==> src/bpd_pkg.sv <==
// Purpose: constants for the bidirectional port block (ports b, c, d)
// Assumes: classic wishbone, 32-bit data, byte addresses
// Notes:   port data at printed offsets times four; other registers chosen here
package bpd_pkg;

  localparam int unsigned PORT_W = 8;
  localparam int unsigned ADDR_W = 8;

  // register indices
  localparam logic [5:0] IDX_PORT_B_LATCH     = 6'h01;
  localparam logic [5:0] IDX_PORT_C_LATCH     = 6'h02;
  localparam logic [5:0] IDX_PORT_D_LATCH     = 6'h03;
  localparam logic [5:0] IDX_PORT_B_DIRECTION = 6'h05;
  localparam logic [5:0] IDX_PORT_C_DIRECTION = 6'h06;
  localparam logic [5:0] IDX_PORT_D_DIRECTION = 6'h07;
  localparam logic [5:0] IDX_FUNC_ENABLE      = 6'h08;
  localparam logic [5:0] IDX_KEY_ENABLE       = 6'h09;

  // function enable register fields
  localparam int unsigned FE_TWO_WIRE  = 0;
  localparam int unsigned FE_ASYNC     = 1;
  localparam int unsigned FE_SPI       = 2;
  localparam int unsigned FE_INFRARED  = 3;
  localparam int unsigned FE_PULLUP_DIS = 4;
  localparam int unsigned FE_W         = 5;

  // pin positions
  localparam int unsigned PB_TWO_WIRE_DATA = 0;
  localparam int unsigned PB_TWO_WIRE_CLK  = 1;
  localparam int unsigned PB_ASYNC_TX      = 2;
  localparam int unsigned PB_ASYNC_RX      = 3;
  localparam int unsigned PC_SECOND_EXTERNAL_INTERRUPT          = 0;
  localparam int unsigned PC_SPI_MISO      = 2;
  localparam int unsigned PC_SPI_MOSI      = 3;
  localparam int unsigned PC_SPI_SS        = 4;
  localparam int unsigned PC_SPI_SCK       = 5;
  localparam int unsigned PC_IR_TX         = 6;
  localparam int unsigned PC_IR_RX         = 7;

  localparam logic [7:0] DIR_RESET  = 8'h00;
  localparam logic [7:0] KEY_RESET  = 8'h00;
  localparam logic [4:0] FE_RESET   = 5'h00;
  localparam logic [7:0] PB_PERIPH_MASK_TWO_WIRE = 8'h03;
  localparam logic [7:0] PB_PERIPH_MASK_ASYNC    = 8'h0c;
  localparam logic [7:0] PC_PERIPH_MASK_SPI      = 8'h3c;
  localparam logic [7:0] PC_PERIPH_MASK_IR       = 8'hc0;

endpackage

==> src/bpd_ports.sv <==
// Purpose: ports b, c and d with wishbone register access
// Assumes: classic wishbone slave, ack one cycle after request
// Notes:   peripheral modules drive override outputs and enables
//
// Notes on behaviour
// - output bit reads back the latch
// - input bit reads the pin level
// - writes reach the data latch only with byte lane 0 selected
// - write to input bit changes latch only
// - direction one drives pin, zero releases
// - reset clears every direction bit
// - reset leaves data latches untouched
// - each port eight latch and direction bits
// - spi enable takes port c bits 2-5
// - infrared enable takes port c bits 6-7
// - port c bit 0 always feeds second_external_interrupt
// - port c bit 0 pullup unless disabled
// - key enabled port d pins feed keyboard
// - two-wire enable takes port b bits 0-1
// - async serial enable takes port b bits 2-3
//
// Chosen here: the Wishbone register port.
`timescale 1ns/100ps
`default_nettype none
module bpd_ports (
  input  wire logic        clk_i,
  input  wire logic        rst_i,
  input  wire logic        wb_cyc_i,
  input  wire logic        wb_stb_i,
  input  wire logic        wb_we_i,
  input  wire logic [7:0]  wb_adr_i,
  input  wire logic [3:0]  wb_sel_i,
  input  wire logic [31:0] wb_dat_i,
  output logic      [31:0] wb_dat_o,
  output logic             wb_ack_o,
  input  wire logic [7:0]  port_b_pin_i,
  output logic      [7:0]  port_b_pin_o,
  output logic      [7:0]  port_b_pin_oe_n_o,
  input  wire logic [7:0]  port_c_pin_i,
  output logic      [7:0]  port_c_pin_o,
  output logic      [7:0]  port_c_pin_oe_n_o,
  input  wire logic [7:0]  port_d_pin_i,
  output logic      [7:0]  port_d_pin_o,
  output logic      [7:0]  port_d_pin_oe_n_o,
  input  wire logic        two_wire_sda_o_i,
  input  wire logic        two_wire_sda_oe_n_i,
  input  wire logic        two_wire_scl_o_i,
  input  wire logic        two_wire_scl_oe_n_i,
  output logic             two_wire_sda_o,
  output logic             two_wire_scl_o,
  input  wire logic        async_tx_i,
  output logic             async_rx_o,
  input  wire logic        spi_miso_i,
  input  wire logic        spi_miso_oe_n_i,
  input  wire logic        spi_mosi_i,
  input  wire logic        spi_mosi_oe_n_i,
  input  wire logic        spi_sck_i,
  input  wire logic        spi_sck_oe_n_i,
  output logic             spi_miso_o,
  output logic             spi_mosi_o,
  output logic             spi_ss_o,
  output logic             spi_sck_o,
  input  wire logic        infrared_transmit_pin_i,
  output logic             infrared_receive_pin_o,
  output logic             second_external_interrupt_o,
  output logic             pin0_pullup_en_o,
  output logic      [7:0]  key_interrupt_o,
  output logic      [7:0]  key_pullup_en_o,
  output logic      [4:0]  func_enable_o
);

  logic [4:0]  fe_q;
  logic [7:0]  key_q;
  logic        ack_q;
  logic [31:0] rdata_q;
  logic [5:0]  idx;
  logic        req;
  logic        wr_byte0;
  logic [7:0]  b_sel;
  logic [7:0]  b_out;
  logic [7:0]  b_oen;
  logic [7:0]  b_sync;
  logic [7:0]  b_rd;
  logic [7:0]  c_sel;
  logic [7:0]  c_out;
  logic [7:0]  c_oen;
  logic [7:0]  c_sync;
  logic [7:0]  c_rd;
  logic [7:0]  d_sync;
  logic [7:0]  d_rd;
  logic [7:0]  b_dir;
  logic [7:0]  c_dir;
  logic [7:0]  d_dir;

  // ----------------------------------------------------------------
  // bus decode
  // ----------------------------------------------------------------
  function automatic logic hit(input logic [5:0] a, input logic [5:0] target);
    hit = (a == target);
  endfunction

  assign idx      = wb_adr_i[7:2];
  assign req      = wb_cyc_i & wb_stb_i & ~ack_q;
  assign wr_byte0 = req & wb_we_i & wb_sel_i[0];

  // ----------------------------------------------------------------
  // peripheral takeover
  // ----------------------------------------------------------------
  always_comb begin
    b_sel = 8'h00;
    b_out = 8'h00;
    b_oen = 8'hff;
    if (fe_q[bpd_pkg::FE_TWO_WIRE]) begin
      b_sel = b_sel | bpd_pkg::PB_PERIPH_MASK_TWO_WIRE;
      b_out[bpd_pkg::PB_TWO_WIRE_DATA] = two_wire_sda_o_i;
      b_oen[bpd_pkg::PB_TWO_WIRE_DATA] = two_wire_sda_oe_n_i;
      b_out[bpd_pkg::PB_TWO_WIRE_CLK]  = two_wire_scl_o_i;
      b_oen[bpd_pkg::PB_TWO_WIRE_CLK]  = two_wire_scl_oe_n_i;
    end
    if (fe_q[bpd_pkg::FE_ASYNC]) begin
      b_sel = b_sel | bpd_pkg::PB_PERIPH_MASK_ASYNC;
      b_out[bpd_pkg::PB_ASYNC_TX] = async_tx_i;
      b_oen[bpd_pkg::PB_ASYNC_TX] = 1'b0;
    end
  end

  always_comb begin
    c_sel = 8'h00;
    c_out = 8'h00;
    c_oen = 8'hff;
    if (fe_q[bpd_pkg::FE_SPI]) begin
      c_sel = c_sel | bpd_pkg::PC_PERIPH_MASK_SPI;
      c_out[bpd_pkg::PC_SPI_MISO] = spi_miso_i;
      c_oen[bpd_pkg::PC_SPI_MISO] = spi_miso_oe_n_i;
      c_out[bpd_pkg::PC_SPI_MOSI] = spi_mosi_i;
      c_oen[bpd_pkg::PC_SPI_MOSI] = spi_mosi_oe_n_i;
      c_out[bpd_pkg::PC_SPI_SCK]  = spi_sck_i;
      c_oen[bpd_pkg::PC_SPI_SCK]  = spi_sck_oe_n_i;
    end
    if (fe_q[bpd_pkg::FE_INFRARED]) begin
      c_sel = c_sel | bpd_pkg::PC_PERIPH_MASK_IR;
      c_out[bpd_pkg::PC_IR_TX] = infrared_transmit_pin_i;
      c_oen[bpd_pkg::PC_IR_TX] = 1'b0;
    end
  end

  // ----------------------------------------------------------------
  // ports
  // ----------------------------------------------------------------
  bpd_port_bit8 u_port_b (
    .clk_i         (clk_i),
    .rst_i         (rst_i),
    .wr_latch_i    (wr_byte0 & hit(idx, bpd_pkg::IDX_PORT_B_LATCH)),
    .wr_dir_i      (wr_byte0 & hit(idx, bpd_pkg::IDX_PORT_B_DIRECTION)),
    .wdata_i       (wb_dat_i[7:0]),
    .periph_sel_i  (b_sel),
    .periph_out_i  (b_out),
    .periph_oe_n_i (b_oen),
    .pin_i         (port_b_pin_i),
    .pin_o         (port_b_pin_o),
    .pin_oe_n_o    (port_b_pin_oe_n_o),
    .latch_o       (),
    .dir_o         (b_dir),
    .pin_sync_o    (b_sync),
    .rd_value_o    (b_rd)
  );

  bpd_port_bit8 u_port_c (
    .clk_i         (clk_i),
    .rst_i         (rst_i),
    .wr_latch_i    (wr_byte0 & hit(idx, bpd_pkg::IDX_PORT_C_LATCH)),
    .wr_dir_i      (wr_byte0 & hit(idx, bpd_pkg::IDX_PORT_C_DIRECTION)),
    .wdata_i       (wb_dat_i[7:0]),
    .periph_sel_i  (c_sel),
    .periph_out_i  (c_out),
    .periph_oe_n_i (c_oen),
    .pin_i         (port_c_pin_i),
    .pin_o         (port_c_pin_o),
    .pin_oe_n_o    (port_c_pin_oe_n_o),
    .latch_o       (),
    .dir_o         (c_dir),
    .pin_sync_o    (c_sync),
    .rd_value_o    (c_rd)
  );

  bpd_port_bit8 u_port_d (
    .clk_i         (clk_i),
    .rst_i         (rst_i),
    .wr_latch_i    (wr_byte0 & hit(idx, bpd_pkg::IDX_PORT_D_LATCH)),
    .wr_dir_i      (wr_byte0 & hit(idx, bpd_pkg::IDX_PORT_D_DIRECTION)),
    .wdata_i       (wb_dat_i[7:0]),
    .periph_sel_i  (8'h00),
    .periph_out_i  (8'h00),
    .periph_oe_n_i (8'hff),
    .pin_i         (port_d_pin_i),
    .pin_o         (port_d_pin_o),
    .pin_oe_n_o    (port_d_pin_oe_n_o),
    .latch_o       (),
    .dir_o         (d_dir),
    .pin_sync_o    (d_sync),
    .rd_value_o    (d_rd)
  );

  // ----------------------------------------------------------------
  // control registers
  // ----------------------------------------------------------------
  always_ff @(posedge clk_i) begin
    if (rst_i) begin
      fe_q <= bpd_pkg::FE_RESET;
    end else if (wr_byte0 & hit(idx, bpd_pkg::IDX_FUNC_ENABLE)) begin
      fe_q <= wb_dat_i[4:0];
    end
  end

  always_ff @(posedge clk_i) begin
    if (rst_i) begin
      key_q <= bpd_pkg::KEY_RESET;
    end else if (wr_byte0 & hit(idx, bpd_pkg::IDX_KEY_ENABLE)) begin
      key_q <= wb_dat_i[7:0];
    end
  end

  // ----------------------------------------------------------------
  // peripheral inputs from synchronised pins, pullup and enable outputs from registers
  // ----------------------------------------------------------------
  assign second_external_interrupt_o = c_sync[bpd_pkg::PC_SECOND_EXTERNAL_INTERRUPT];
  assign pin0_pullup_en_o = ~fe_q[bpd_pkg::FE_PULLUP_DIS];
  assign key_interrupt_o  = ~key_q | d_sync;
  assign key_pullup_en_o  = key_q;
  assign func_enable_o    = fe_q;
  assign two_wire_sda_o   = b_sync[bpd_pkg::PB_TWO_WIRE_DATA];
  assign two_wire_scl_o   = b_sync[bpd_pkg::PB_TWO_WIRE_CLK];
  assign async_rx_o       = b_sync[bpd_pkg::PB_ASYNC_RX] | ~fe_q[bpd_pkg::FE_ASYNC];
  assign spi_miso_o       = c_sync[bpd_pkg::PC_SPI_MISO];
  assign spi_mosi_o       = c_sync[bpd_pkg::PC_SPI_MOSI];
  assign spi_ss_o         = c_sync[bpd_pkg::PC_SPI_SS];
  assign spi_sck_o        = c_sync[bpd_pkg::PC_SPI_SCK];
  assign infrared_receive_pin_o = c_sync[bpd_pkg::PC_IR_RX];

  // ----------------------------------------------------------------
  // bus answer
  // ----------------------------------------------------------------
  always_ff @(posedge clk_i) begin
    if (rst_i) begin
      ack_q <= 1'b0;
    end else begin
      ack_q <= req;
    end
  end

  always_ff @(posedge clk_i) begin
    if (rst_i) begin
      rdata_q <= 32'h0000_0000;
    end else if (req) begin
      unique case (idx)
        bpd_pkg::IDX_PORT_B_LATCH:     rdata_q <= {24'h00_0000, b_rd};
        bpd_pkg::IDX_PORT_C_LATCH:     rdata_q <= {24'h00_0000, c_rd};
        bpd_pkg::IDX_PORT_D_LATCH:     rdata_q <= {24'h00_0000, d_rd};
        bpd_pkg::IDX_PORT_B_DIRECTION: rdata_q <= {24'h00_0000, b_dir};
        bpd_pkg::IDX_PORT_C_DIRECTION: rdata_q <= {24'h00_0000, c_dir};
        bpd_pkg::IDX_PORT_D_DIRECTION: rdata_q <= {24'h00_0000, d_dir};
        bpd_pkg::IDX_FUNC_ENABLE:      rdata_q <= {27'h0, fe_q};
        bpd_pkg::IDX_KEY_ENABLE:       rdata_q <= {24'h00_0000, key_q};
        default:                       rdata_q <= 32'h0000_0000;
      endcase
    end
  end

  assign wb_ack_o = ack_q;
  assign wb_dat_o = rdata_q;

endmodule
`default_nettype wire

==> src/bpd_port_bit8.sv <==
// Purpose: one 8-bit port: latch, direction, peripheral override, synchroniser
// Assumes: single clock, synchronous reset
// Notes:   latch holds its value through reset
`timescale 1ns/100ps
`default_nettype none
module bpd_port_bit8 (
  input  wire logic       clk_i,
  input  wire logic       rst_i,
  input  wire logic       wr_latch_i,
  input  wire logic       wr_dir_i,
  input  wire logic [7:0] wdata_i,
  input  wire logic [7:0] periph_sel_i,
  input  wire logic [7:0] periph_out_i,
  input  wire logic [7:0] periph_oe_n_i,
  input  wire logic [7:0] pin_i,
  output logic      [7:0] pin_o,
  output logic      [7:0] pin_oe_n_o,
  output logic      [7:0] latch_o,
  output logic      [7:0] dir_o,
  output logic      [7:0] pin_sync_o,
  output logic      [7:0] rd_value_o
);

  logic [7:0] latch_q;
  logic [7:0] dir_q;
  logic [7:0] meta_q;
  logic [7:0] sync_q;

  // ----------------------------------------------------------------
  // data latch
  // ----------------------------------------------------------------
  always_ff @(posedge clk_i) begin
    if (wr_latch_i) begin
      latch_q <= wdata_i;
    end
  end

  // ----------------------------------------------------------------
  // direction
  // ----------------------------------------------------------------
  always_ff @(posedge clk_i) begin
    if (rst_i) begin
      dir_q <= bpd_pkg::DIR_RESET;
    end else if (wr_dir_i) begin
      dir_q <= wdata_i;
    end
  end

  // ----------------------------------------------------------------
  // pin synchroniser
  // ----------------------------------------------------------------
  always_ff @(posedge clk_i) begin
    meta_q <= pin_i;
    sync_q <= meta_q;
  end

  // ----------------------------------------------------------------
  // pad drive and read mux
  // ----------------------------------------------------------------
  always_comb begin
    for (int i = 0; i < 8; i++) begin
      if (periph_sel_i[i]) begin
        pin_o[i]      = periph_out_i[i];
        pin_oe_n_o[i] = periph_oe_n_i[i];
      end else begin
        pin_o[i]      = latch_q[i];
        pin_oe_n_o[i] = ~dir_q[i];
      end
    end
  end

  assign rd_value_o = (dir_q & latch_q) | (~dir_q & sync_q);
  assign latch_o    = latch_q;
  assign dir_o      = dir_q;
  assign pin_sync_o = sync_q;

endmodule
`default_nettype wire

==> config.mk <==
export PLATFORM = sky130hd
export DESIGN_NAME = bpd_ports
export DESIGN_NICKNAME = d
export VERILOG_FILES = /design/src/bpd_pkg.sv /design/src/bpd_ports.sv /design/src/bpd_port_bit8.sv
export SDC_FILE = /design/constraint.sdc
export NUM_CORES = 1
export LEC_CHECK = 0
export BUFFER_PORTS_ARGS = -buffer_cell sky130_fd_sc_hd__clkbuf_2
export CORE_MARGIN = 2
export CORE_UTILIZATION = 45
export DETAILED_ROUTE_END_ITERATION = 16
export PLACE_DENSITY_LB_ADDON = 0.2
export SLEW_MARGIN = 40
export SYNTH_ARGS = -nofsm -noshare
export SYNTH_HDL_FRONTEND = slang
export SYNTH_HIERARCHICAL = 1
export SYNTH_SLANG_ARGS = --single-unit
==> constraint.sdc <==
create_clock -name clk_i -period 3.4 [get_ports clk_i]
set_input_delay 0.68 -clock clk_i [delete_from_list [all_inputs] [get_ports clk_i]]
set_output_delay 0.68 -clock clk_i [all_outputs]
set_load 0.005 [all_outputs]
==> flow_summary.rst <==
.. list-table::
   :header-rows: 1

   * - Metric
     - Value
   * - Synth area leaders
     - sky130_fd_sc_hd__dfxtp_1, sky130_fd_sc_hd__edfxtp_1, sky130_fd_sc_hd__mux2_2
   * - Max-capacitance violation count
     - 0
   * - TritonCTS clock tree
     - yes
   * - Drc violations
     - 0
   * - Hold_buf cts
     - 0
   * - Die X
     - 111 um
   * - Final GP Congestion
     - 0.846
   * - Post-synthesis compound-gate area fraction
     - 9.76%
   * - Minimum clock period after layout
     - 2410 ps
   * - Number of global-route vias before repair
     - 3843
   * - Ys flop type
     - sky130_fd_sc_hd__dfxtp_1
   * - CTS H-tree lvls
     - 4
   * - Post-synth EDFFs
     - 24
   * - Yosys cell types
     - 38
   * - Worst path slowest cell
     - sky130_fd_sc_hd__dfxtp_1
   * - RSZ-0062 raised after global routing
     - no
   * - Number of antenna violations at the first check in global routing
     - 0
   * - DRT iter0 DRCs
     - 183
   * - Vias per cell
     - 4.86
   * - Final Max Tran Viols
     - 0
   * - Buffer type at the clock tree root
     - sky130_fd_sc_hd__clkbuf_16
   * - First-pass GRT wire length
     - 19800 um
   * - Highest attainable clock frequency
     - 0.414 GHz
   * - Number of gates resized after CTS
     - 0
   * - Multiplexer share of the synthesized area
     - 20.2%
   * - Fill cell total of the finished layout
     - 919
   * - Layout Skew
     - 7.70 ps
   * - Data arrival, critical path
     - 1730 ps
   * - IO Pins
     - 197
   * - Number of optimization iterations in the first detailed-route pass
     - 7
   * - Fraction of the cycle the final worst path needs
     - 71.0%
   * - Category of the most critical setup path
     - reg -> out
   * - Worst R2R Setup Slack
     - 1260 ps
   * - Top delay family on crit path
     - flip-flops
   * - Run status
     - finished clean
   * - Detail-routed net length per standard cell
     - 15.2 um
   * - Cell taking the most area after synthesis
     - sky130_fd_sc_hd__dfxtp_1
   * - Hold/Removal Path Class
     - reg -> reg
   * - Synthesized-area fraction occupied by xor and xnor cells
     - 0%
   * - Setup violations, final
     - 0
   * - Final cell count without fillers
     - 852
   * - Total of warnings raised by yosys
     - 6
   * - Starting density of the core
     - 46.6%
   * - Peak fanout along the critical path
     - 21
   * - Sum of net half-perimeters after detailed placement
     - 9300 um
   * - Worst slew margin
     - 50.0%
   * - Final Net Count
     - 784
   * - Synth Area in Simple Gates
     - 13.1%
   * - Clock tree buffer depth
     - 2
   * - Post-route setup slack
     - 987 ps
   * - Synth Register Bits
     - 118
   * - Peak supply drop
     - 0.280 mV
   * - Buffer and inverter count on the worst path
     - 1
   * - Count of nets left with antenna violations after detail routing
     - 0
   * - Syn Area/Cell
     - 10.9 um2
   * - Postcts setup bufs
     - 0
   * - Worst-margin pin slew
     - 748 ps
   * - IO buf count
     - 143
   * - # placed instances
     - 820
   * - Largest family of logic cells by synthesized area
     - multiplexers
   * - Clock-pin slew on the worst setup and hold paths
     - 50 ps
   * - CP startpoint kind
     - register
   * - R2R Path End
     - u_port_d/latch_o[1]
   * - Power density over cell area
     - 507 nW/um2
   * - Length in cells of the worst reg-to-reg path
     - 4
   * - Leak pwr
     - 2.83 nW
   * - DIE AREA
     - 12200 um2
   * - Overall global routing resource usage
     - 20.9%
   * - Post-layout total power
     - 3.46 mW
   * - Post-Synth Adder-Cell Area
     - 0%
   * - Launch point of the worst hold path
     - u_port_d/meta_q[7]
   * - Synth cell count leaders
     - sky130_fd_sc_hd__dfxtp_1, sky130_fd_sc_hd__mux2_2, sky130_fd_sc_hd__nor2_1, sky130_fd_sc_hd__mux2i_1, sky130_fd_sc_hd__nand2_1
   * - Global route overflow
     - 0
   * - Core Area
     - 11000 um2
   * - Layout cell share with drive strength beyond 1
     - 35.7%
   * - Relative area change from synthesis to final layout
     - 33.6%
   * - Via count
     - 4137
   * - Reg-to-Reg Start
     - wb_ack_o
   * - Async set-or-reset flop fraction in the synthesized netlist
     - 0%
   * - Synth Instances
     - 471
   * - Number of antenna repair diodes
     - 0
   * - Total clock buffers created by CTS
     - 17
   * - WL final
     - 12900 um
   * - Cell count of the worst hold path
     - 0
   * - Total negative setup slack
     - 0 ps
   * - CTS sink count
     - 118
   * - Share of the core filled with cells
     - 62.2%
   * - Clock network latency to the later pin of the worst-skew pair
     - 410 ps
   * - Slowest stage delay, CP
     - 800 ps
   * - Share of the synthesized area in the top cell type
     - 36.8%
   * - Pin count of the biggest net entering global routing
     - 47
   * - Critical-path cell list
     - mux2_2 -> clkbuf_2
   * - Hold violation count in the final report
     - 0
   * - Proportion of synthesized chip area in sequential cells
     - 50.9%
   * - Dominant cell by count in the synthesized netlist
     - sky130_fd_sc_hd__dfxtp_1
   * - Cell area after synthesis
     - 5120 um2
   * - End point of the most critical hold path
     - u_port_d/pin_sync_o[7]
   * - Worst slack, placed
     - 657 ps
   * - Die Span Y
     - 111 um
   * - Required time of the critical path
     - 2720 ps
   * - Kind of end point of the critical path
     - primary output
   * - Number of placement rows
     - 38
metal layers:
| metal | vias to the layer above | global-route usage (%) | routed length [um] |
|---|---|---|---|
| met5 | - | 0 | 0 |
| met4 | 0 | 6.42 | 198 |
| met3 | 15 | 7.52 | 1040 |
| met2 | 192 | 33.5 | 6040 |
| met1 | 1906 | 26.6 | 5660 |
| li1 | 2024 | - | - |
worst register-to-register path, stage by stage, from the launching register on:
cell	delay (ps)
sky130_fd_sc_hd__dfxtp_1	310
sky130_fd_sc_hd__nand3b_1	220
sky130_fd_sc_hd__or2_2	410
sky130_fd_sc_hd__nor4_2	580
sky130_fd_sc_hd__buf_4	310
layout make-up:
cell class                 instances  area, um2  share of cell area, %
multi-input combinational        401       2610                   38.2
sequential                       118       2600                   38.1
timing repair buffer             157        823                   12.0
clock buffer                      24        513                   7.51
tap                              140        175                   2.56
clock inverter                     8       92.6                   1.35
inverter                           4       15.0                  0.220
through the flow:
stage / hold slack, ps / cell area, um2
floorplan: 310 / 5480
global placement: 311 / 6220
detailed placement: 312 / 6230
CTS: 324 / 6830
global route: 329 / 6830
finish: 321 / 6830
power by group:
group | total (mW) | switching, mW | leakage [nW] | internal [mW]
logic | 0.199 | 0.112 | 1.53 | 0.0873
registers | 1.47 | 0.00954 | 0.991 | 1.46
clock network | 1.79 | 0.602 | 0.301 | 1.19
total | 3.46 | 0.723 | 2.83 | 2.74
layout by cell type, fill, tap and decap left out, drive strengths merged, types with 3 or more instances in the layout:
cell    netlist  routed
clkbuf       12     167
conb          2     100
dfxtp        94      94
mux2         56      56
nor2         44      44
mux2i        40      40
nand2        29      29
o21ai        28      28
edfxtp       24      24
nand2b       16      16
a22oi        14      14
buf          34      14
a21oi        13      13
a22o         11      11
and2          7       7
nand3b        7       7
a311oi        6       6
clkinv        0       5
nor4          5       5
nor3          5       5
inv           4       4
nor2b         3       3
a211oi        3       3
and4          3       3
logic make-up (layout without fill, tap and decap cells):
family                 after synthesis  after routing
AO/OA/AOI/OAI                       77             77
buffers and inverters               50            193
flip-flops                         118            118
multiplexers                        96             96
other                                2            100
AND/OR/NAND/NOR                    128            128
worst max-delay path by stage:
stage          cells after the start             endpoint              from  slack, ps
2_1_floorplan                      5  u_port_b/latch_o[0]          wb_stb_i        590
3_3_place_gp                       6    u_port_c/dir_o[4]       wb_adr_i[5]        690
3_5_place_dp                       6    u_port_c/dir_o[4]       wb_adr_i[5]        660
4_1_cts                            2      port_c_pin_o[4]  func_enable_o[2]        970
5_1_grt                            2      port_c_pin_o[3]  func_enable_o[2]        890
6_report                           2      port_c_pin_o[4]  func_enable_o[2]        990
flip-flops by register name (all words and copies together), names as in the netlist:
| register | cells |
|---|---|
| u_port_d/pin_sync_o | 8 |
| u_port_b/latch_o | 8 |
| wb_dat_o | 8 |
| u_port_d/latch_o | 8 |
| u_port_b/meta_q | 8 |
| key_pullup_en_o | 8 |
| wb_ack_o | 1 |
| u_port_c/meta_q | 8 |
| u_port_b/dir_o | 8 |
| func_enable_o | 5 |
| u_port_c/latch_o | 8 |
| u_port_b/pin_sync_o | 8 |
| u_port_c/pin_sync_o | 8 |
| u_port_d/meta_q | 8 |
| u_port_c/dir_o | 8 |
| u_port_d/dir_o | 8 |
(Power assumes the default switching activity.)
